[config.mk]
export PLATFORM = sky130hd
export DESIGN_NAME = loadable_binary_counter_8bit
export DESIGN_NICKNAME = d
export VERILOG_FILES = /design/src/input_sync.v /design/src/loadable_binary_counter_8bit.v
export VERILOG_INCLUDE_DIRS = /design/src
export SDC_FILE = /design/constraint.sdc
export NUM_CORES = 1
export LEC_CHECK = 0
export ABC_AREA = 1
export CAP_MARGIN = 20
export CORE_UTILIZATION = 40
export CTS_BUF_LIST = sky130_fd_sc_hd__clkbuf_2 sky130_fd_sc_hd__clkbuf_4 sky130_fd_sc_hd__clkbuf_8
export DETAILED_ROUTE_END_ITERATION = 8
export DONT_BUFFER_PORTS = 1
export PLACE_DENSITY = 0.61
export SKIP_CTS_REPAIR_TIMING = 1
export SLEW_MARGIN = 20
export SYNTH_ARGS = -nofsm -noshare
export SYNTH_HDL_FRONTEND = slang
export SYNTH_SLANG_ARGS = --single-unit
[constraint.sdc]
create_clock -name clk_i -period 3.2 [get_ports clk_i]
set_input_delay 0.64 -clock clk_i [delete_from_list [all_inputs] [get_ports clk_i]]
set_output_delay 0.64 -clock clk_i [all_outputs]
set_load 0.05 [all_outputs]
[src/counter_defines.vh]
// Constants for the loadable eight-bit counter and its register window
`ifndef COUNTER_DEFINES_VH
`define COUNTER_DEFINES_VH

// Data path widths
`define CNT_W              8
`define SYNC_W             16
`define WB_ADR_W           8
`define WB_DAT_W           32

// Counter values
`define CNT_RESET          8'h00
`define CNT_ONE            8'h01
`define CNT_TERMINAL       8'hFF
`define STORE_RESET        8'h00

// Synchroniser reset image: clear and load idle high, so no false clear after reset
`define SYNC_RESET         16'hC000

// Field positions in the synchronised input vector
`define SY_PORT_LO         0
`define SY_CAPTURE         8
`define SY_COUNT_CLK       9
`define SY_GATE_HIGH       10
`define SY_GATE_LOW_N      11
`define SY_DRIVE_HIGH      12
`define SY_DRIVE_LOW_N     13
`define SY_ZEROING_N       14
`define SY_PRESET_N        15

// Register byte offsets
`define REG_CTRL           8'h00
`define REG_STATUS         8'h04
`define REG_STORAGE        8'h08
`define REG_COUNT          8'h0C
`define REG_EVENTS         8'h10

// Control register fields
`define CTRL_CLEAR_BIT     0
`define CTRL_LOAD_BIT      1
`define CTRL_HOLD_BIT      2
`define CTRL_HOLD_RESET    1'b0

// Event register fields
`define EV_WRAP_BIT        0
`define EV_CAPTURE_BIT     1
`define EV_W               2
`define EV_RESET           2'b00

// Clock
`define CLK_PERIOD_NS      100

`endif

[src/input_sync.v]
// Two-stage synchroniser for a vector of pin inputs
`timescale 1ns/1ps

`include "counter_defines.vh"

module input_sync
#(
    parameter                   WIDTH    = `SYNC_W,
    parameter [`SYNC_W-1:0]     INIT_VAL = `SYNC_RESET
)
(
    input  wire                 clk_i,
    input  wire                 rst_i,
    input  wire [WIDTH-1:0]     async_i,
    output wire [WIDTH-1:0]     sync_o
);

    reg [WIDTH-1:0]             meta_r;
    reg [WIDTH-1:0]             stable_r;

    // First stage feeds only the second stage
    always @(posedge clk_i)
    begin
        if (rst_i)
        begin
            meta_r   <= INIT_VAL[WIDTH-1:0];
            stable_r <= INIT_VAL[WIDTH-1:0];
        end
        else
        begin
            meta_r   <= async_i;
            stable_r <= meta_r;
        end
    end

    assign sync_o = stable_r;

endmodule

[src/loadable_binary_counter_8bit.v]
// Eight-bit counter preset from a capture register, with a shared three-state port
`timescale 1ns/1ps

`include "counter_defines.vh"

module loadable_binary_counter_8bit
(
    input  wire                     clk_i,
    input  wire                     rst_i,
    // Pins of the counter
    input  wire                     capture_clock_i,
    input  wire                     count_clock_i,
    input  wire                     count_gate_high_i,
    input  wire                     count_gate_low_n_i,
    input  wire                     drive_gate_high_i,
    input  wire                     drive_gate_low_n_i,
    input  wire                     count_zeroing_n_i,
    input  wire                     count_preset_n_i,
    input  wire [`CNT_W-1:0]        port_i,
    output wire [`CNT_W-1:0]        port_o,
    output wire [`CNT_W-1:0]        port_oe_o,
    output wire                     terminal_flag_n_o,
    // Classic Wishbone slave
    input  wire                     wb_cyc_i,
    input  wire                     wb_stb_i,
    input  wire                     wb_we_i,
    input  wire [`WB_ADR_W-1:0]     wb_adr_i,
    input  wire [3:0]               wb_sel_i,
    input  wire [`WB_DAT_W-1:0]     wb_dat_i,
    output wire [`WB_DAT_W-1:0]     wb_dat_o,
    output wire                     wb_ack_o
);

    // Pin synchronisation
    wire [`SYNC_W-1:0]              pins_raw;
    wire [`SYNC_W-1:0]              pins_s;

    assign pins_raw = {count_preset_n_i,
                       count_zeroing_n_i,
                       drive_gate_low_n_i,
                       drive_gate_high_i,
                       count_gate_low_n_i,
                       count_gate_high_i,
                       count_clock_i,
                       capture_clock_i,
                       port_i};

    input_sync
    #(
        .WIDTH    (`SYNC_W),
        .INIT_VAL (`SYNC_RESET)
    )
    u_sync
    (
        .clk_i    (clk_i),
        .rst_i    (rst_i),
        .async_i  (pins_raw),
        .sync_o   (pins_s)
    );

    wire [`CNT_W-1:0]               port_s;
    wire                            capture_s;
    wire                            count_clk_s;
    wire                            gate_high_s;
    wire                            gate_low_n_s;
    wire                            drive_high_s;
    wire                            drive_low_n_s;
    wire                            zeroing_n_s;
    wire                            preset_n_s;

    assign port_s        = pins_s[`SY_PORT_LO +: `CNT_W];
    assign capture_s     = pins_s[`SY_CAPTURE];
    assign count_clk_s   = pins_s[`SY_COUNT_CLK];
    assign gate_high_s   = pins_s[`SY_GATE_HIGH];
    assign gate_low_n_s  = pins_s[`SY_GATE_LOW_N];
    assign drive_high_s  = pins_s[`SY_DRIVE_HIGH];
    assign drive_low_n_s = pins_s[`SY_DRIVE_LOW_N];
    assign zeroing_n_s   = pins_s[`SY_ZEROING_N];
    assign preset_n_s    = pins_s[`SY_PRESET_N];

    // Edge detection on the synchronised clock pins
    reg                             capture_prev_r;
    reg                             count_clk_prev_r;
    wire                            capture_rise;
    wire                            count_rise;

    always @(posedge clk_i)
    begin
        if (rst_i)
        begin
            capture_prev_r   <= 1'b0;
            count_clk_prev_r <= 1'b0;
        end
        else
        begin
            capture_prev_r   <= capture_s;
            count_clk_prev_r <= count_clk_s;
        end
    end

    // Pin clocks are sampled, so each must stay high and low for over one clk_i period
    assign capture_rise = capture_s & ~capture_prev_r;
    assign count_rise   = count_clk_s & ~count_clk_prev_r;

    // Software control
    reg                             soft_clear_r;
    reg                             soft_load_r;
    reg                             hold_r;
    reg  [`EV_W-1:0]                events_r;

    // Gate decode
    wire                            count_enable;
    wire                            drive_enable;
    wire                            do_clear;
    wire                            do_load;
    wire                            do_count;

    assign count_enable = gate_high_s & ~gate_low_n_s;
    assign drive_enable = drive_high_s & ~drive_low_n_s;
    assign do_clear     = ~zeroing_n_s | soft_clear_r;
    assign do_load      = ~preset_n_s | soft_load_r;
    assign do_count     = count_rise & count_enable & ~hold_r;

    // Storage register
    reg  [`CNT_W-1:0]               storage_r;

    always @(posedge clk_i)
    begin
        if (rst_i)
        begin
            storage_r <= `STORE_RESET;
        end
        else if (capture_rise)
        begin
            storage_r <= port_s;
        end
    end

    // Counter
    reg  [`CNT_W-1:0]               count_r;
    reg  [`CNT_W-1:0]               count_nxt;

    always @*
    begin
        count_nxt = count_r;
        if (do_clear)
        begin
            count_nxt = `CNT_RESET;
        end
        else if (do_load)
        begin
            // Load is a level, so a capture during it is still taken
            count_nxt = storage_r;
        end
        else if (do_count)
        begin
            count_nxt = count_r + `CNT_ONE;
        end
    end

    reg                             flag_n_r;
    reg  [`CNT_W-1:0]               port_out_r;
    reg                             port_en_r;

    always @(posedge clk_i)
    begin
        if (rst_i)
        begin
            count_r    <= `CNT_RESET;
            flag_n_r   <= 1'b1;
            port_out_r <= `CNT_RESET;
            port_en_r  <= 1'b0;
        end
        else
        begin
            count_r    <= count_nxt;
            flag_n_r   <= ~(count_nxt == `CNT_TERMINAL);
            port_out_r <= count_nxt;
            port_en_r  <= drive_enable;
        end
    end

    assign terminal_flag_n_o = flag_n_r;
    assign port_o            = port_out_r;
    assign port_oe_o         = {`CNT_W{port_en_r}};

    // Wishbone slave: ack one cycle after the request, dropped the next cycle
    reg                             ack_r;
    reg  [`WB_DAT_W-1:0]            dat_r;
    reg  [`WB_DAT_W-1:0]            rd_mux;
    wire                            req;
    wire                            wr_take;

    assign req     = wb_cyc_i & wb_stb_i;
    assign wr_take = req & ack_r & wb_we_i;

    always @*
    begin
        rd_mux = {`WB_DAT_W{1'b0}};
        case (wb_adr_i)
            `REG_CTRL:
            begin
                rd_mux[`CTRL_HOLD_BIT] = hold_r;
            end
            `REG_STATUS:
            begin
                rd_mux[0] = flag_n_r;
                rd_mux[1] = port_en_r;
                rd_mux[2] = count_enable;
                rd_mux[3] = do_clear;
                rd_mux[4] = do_load;
            end
            `REG_STORAGE:
            begin
                rd_mux[`CNT_W-1:0] = storage_r;
            end
            `REG_COUNT:
            begin
                rd_mux[`CNT_W-1:0] = count_r;
            end
            `REG_EVENTS:
            begin
                rd_mux[`EV_W-1:0] = events_r;
            end
            default:
            begin
                rd_mux = {`WB_DAT_W{1'b0}};
            end
        endcase
    end

    always @(posedge clk_i)
    begin
        if (rst_i)
        begin
            ack_r <= 1'b0;
            dat_r <= {`WB_DAT_W{1'b0}};
        end
        else
        begin
            ack_r <= req & ~ack_r;
            if (req & ~ack_r)
            begin
                dat_r <= rd_mux;
            end
        end
    end

    assign wb_ack_o = ack_r;
    assign wb_dat_o = dat_r;

    // Control writes; clear and load are one-cycle strobes
    always @(posedge clk_i)
    begin
        if (rst_i)
        begin
            soft_clear_r <= 1'b0;
            soft_load_r  <= 1'b0;
            hold_r       <= `CTRL_HOLD_RESET;
        end
        else
        begin
            soft_clear_r <= 1'b0;
            soft_load_r  <= 1'b0;
            if (wr_take && wb_adr_i == `REG_CTRL && wb_sel_i[0])
            begin
                soft_clear_r <= wb_dat_i[`CTRL_CLEAR_BIT];
                soft_load_r  <= wb_dat_i[`CTRL_LOAD_BIT];
                hold_r       <= wb_dat_i[`CTRL_HOLD_BIT];
            end
        end
    end

    // Sticky events, write one to clear; a new event wins over the clear
    wire [`EV_W-1:0]                ev_set;
    wire [`EV_W-1:0]                ev_clr;

    assign ev_set[`EV_WRAP_BIT]    = ~do_clear & ~do_load & do_count
                                     & (count_r == `CNT_TERMINAL);
    assign ev_set[`EV_CAPTURE_BIT] = capture_rise;
    assign ev_clr = (wr_take && wb_adr_i == `REG_EVENTS && wb_sel_i[0])
                    ? wb_dat_i[`EV_W-1:0] : `EV_RESET;

    always @(posedge clk_i)
    begin
        if (rst_i)
        begin
            events_r <= `EV_RESET;
        end
        else
        begin
            events_r <= (events_r & ~ev_clr) | ev_set;
        end
    end

endmodule

==> impl_metrics.py <==
metrics = {
    "synthesis": {
        "synth_edf_count": 0,
        "synth_seq_area_share_pct": 44.2,
        "syn_avg_cell_area_um2": 7.41,
        "synth-seq-cells": 66,
        "synthArstFlopShare_pct": 0,
        "yosys_most_used_dff": "dfxtp_1",
        "ys_types": 31,
        "yosysWarnings": 0,
        "netlist_area_mm2": 0.00299,
        "netlist_instances": 403,
    },
    "setup_path": {
        "crit_path_max_fanout": 9,
        "critical_path_class": "flop to output pin",
        "required_ns": 2.56,
        "end_kind": "output pin",
        "arrival_ns": 1.46,
        "critPathLaunchType": "flop",
    },
    "grt": {
        "grtUsageTotal_pct": 15.8,
        "grt_max_degree": 53,
        "grt_overflow": 0,
        "grt_pass1_wl_um": 9010,
        "antenna_found_initial": 0,
        "grt_pass1_vias": 1890,
    },
    "timing": {
        "tns_ns": 0,
        "final_max_slew_viol_count": 0,
        "maxSlewHeadroom_pct": 25.3,
        "hold_violations": 0,
        "report.final.setup_viol": 0,
        "finalCriticalPeriod_ns": 2.10,
        "max_freq_mhz": 477,
        "min_period_over_period_pct": 65.6,
        "rsz0062_at_grt": "false",
        "tightest_slew_ns": 1.12,
        "holdWs_ns": 0.361,
        "clock_skew_ns": 0.00996,
        "setup_ws_ns": 1.10,
    },
    "power": {
        "p_leak_nw": 1.44,
        "peakVddDrop_mv": 0.282,
        "power-per-cell-area_mw_per_mm2": 584,
    },
    "floorplan": {
        "die_area_mm2": 0.00782,
        "dieHeight_um": 88.4,
        "rows": 31,
        "core_mm2": 0.00725,
        "fp.dieW_um": 88.4,
        "initial_core_util_pct": 41.2,
        "io_pins": 115,
    },
    "detailed_routing": {
        "drtIter0Drc": 93,
        "routed_via_density": 4.39,
        "vias": 2193,
        "avgRoutedWirePerCell_um": 11.3,
        "drc": 0,
        "first_pass_iters": 4,
        "wl_um": 5630,
        "ant_nets": 0,
    },
    "worst_hold_path": {
        "hold_path_class": "input port to flop",
    },
    "placed_design": {
        "io_buffer_count": 0,
        "pre_cts_slack_ns": 1.41,
        "gp_congestion": 0.912,
        "hpwl_um": 4120,
        "dp.cells": 484,
    },
    "cells_and_area": {
        "final_util_pct": 43.5,
        "final_common_cell": "inv_1",
        "drive_gt1_share_pct": 13.2,
        "final_cell_mix": "inv_1 (66), nor2_1 (65), dfxtp_1 (65)",
        "antenna_cells": 0,
        "fin_nets": 462,
        "fin_cells": 500,
        "syn2layout_area_growth_pct": 5.74,
    },
    "cts": {
        "h-tree-depth": 3,
        "cts-root-buf": "clkbuf_8",
        "clkTransAtPathRegs_ns": 0.07,
        "cts_tree": "done",
        "insertion_delay_ns": 0.34,
        "numClockSinks": 66,
        "clk_path_buf_depth": 2,
        "cts_buffers": 9,
    },
    "status": {
        "status": "complete, no violations",
    },
    "flow_run": {
        "drv_cap": 0,
    },
}
==> metrics by stage <==
stage | power (mW) | area, µm²
final | 1.84 | 3160
after global routing | 1.92 | 3160
after CTS | 1.87 | 3160
after detailed placement | 1.08 | 2930
after global placement | 1.08 | 2930
after floorplan | 1.10 | 3070
==> kinds of logic (layout without fill, tap and decap cells) <==
kind of cell / after synthesis / count (layout) / synth area share [%]
AND/OR/NAND/NOR: 182 / 182 / 29.7
buffers and inverters: 117 / 92 / 19.0
flip-flops: 66 / 66 / 44.2
AO/OA/AOI/OAI: 35 / 35 / 6.24
adder cells (fa/ha/maj): 1 / 1 / 0.419
other: 1 / 24 / 0.126
XOR/XNOR: 1 / 1 / 0.293
==> cell usage after synthesis, types with 4 or more instances <==
cell type  number  area, µm²
or2_2           4       25.0
a21oi_1        20        100
nand3_1        35        175
nor3_2          4       40.0
o21ai_0         9       45.0
nand3_2         4       40.0
inv_1          66        248
inv_2           7       26.3
dfxtp_1        66       1320
nand2_1        51        191
buf_4          33        248
nor2_1         65        244
nand4_1         7       43.8
clkbuf_1        7       26.3
==> power by group <==
group	internal, mW	switching (mW)
combinational	0.0340	0.125
clock	0.461	0.319
sequential	0.853	0.0513
total	1.35	0.496
==> registers in the layout, indices dropped and copies added, names as in the netlist, 2 cells and up <==
register       flops
events_r           2
port_o             8
storage_r          8
u_sync.meta_r     16
u_sync.sync_o     16
wb_dat_o           8
==> path summary, 6_finish.rpt <==
kind                            depth (start not counted)           endpoint  slack, ns         startpoint
worst min-delay path                                    1   u_sync.meta_r[6]       0.36              rst_i
worst min register to register                          1          port_en_r       0.39  u_sync.sync_o[13]
worst max register to register                          7  terminal_flag_n_o       1.39          port_o[2]
worst max-delay path                                    0       port_oe_o[6]       1.10          port_en_r
==> area by class of cell <==
type / instances / area, µm²
flip-flops and latches: 66 / 1330
clock inverters: 6 / 90.1
fillers: 769 / 4100
inverters: 73 / 274
clock buffers: 10 / 138
well taps: 99 / 124
multi-input cells: 243 / 1180
repair buffers: 3 / 22.5
==> layer usage <==
metal | up-vias | track usage (%) | share of wire [%]
li1 | 1164 | - | -
met3 | 9 | 6.25 | 6.8
met2 | 61 | 24.7 | 46
met4 | 0 | 7.92 | 1.7
met1 | 959 | 19.0 | 46
met5 | - | 0 | 0
Note: power is estimated with default switching activity, not from simulation.
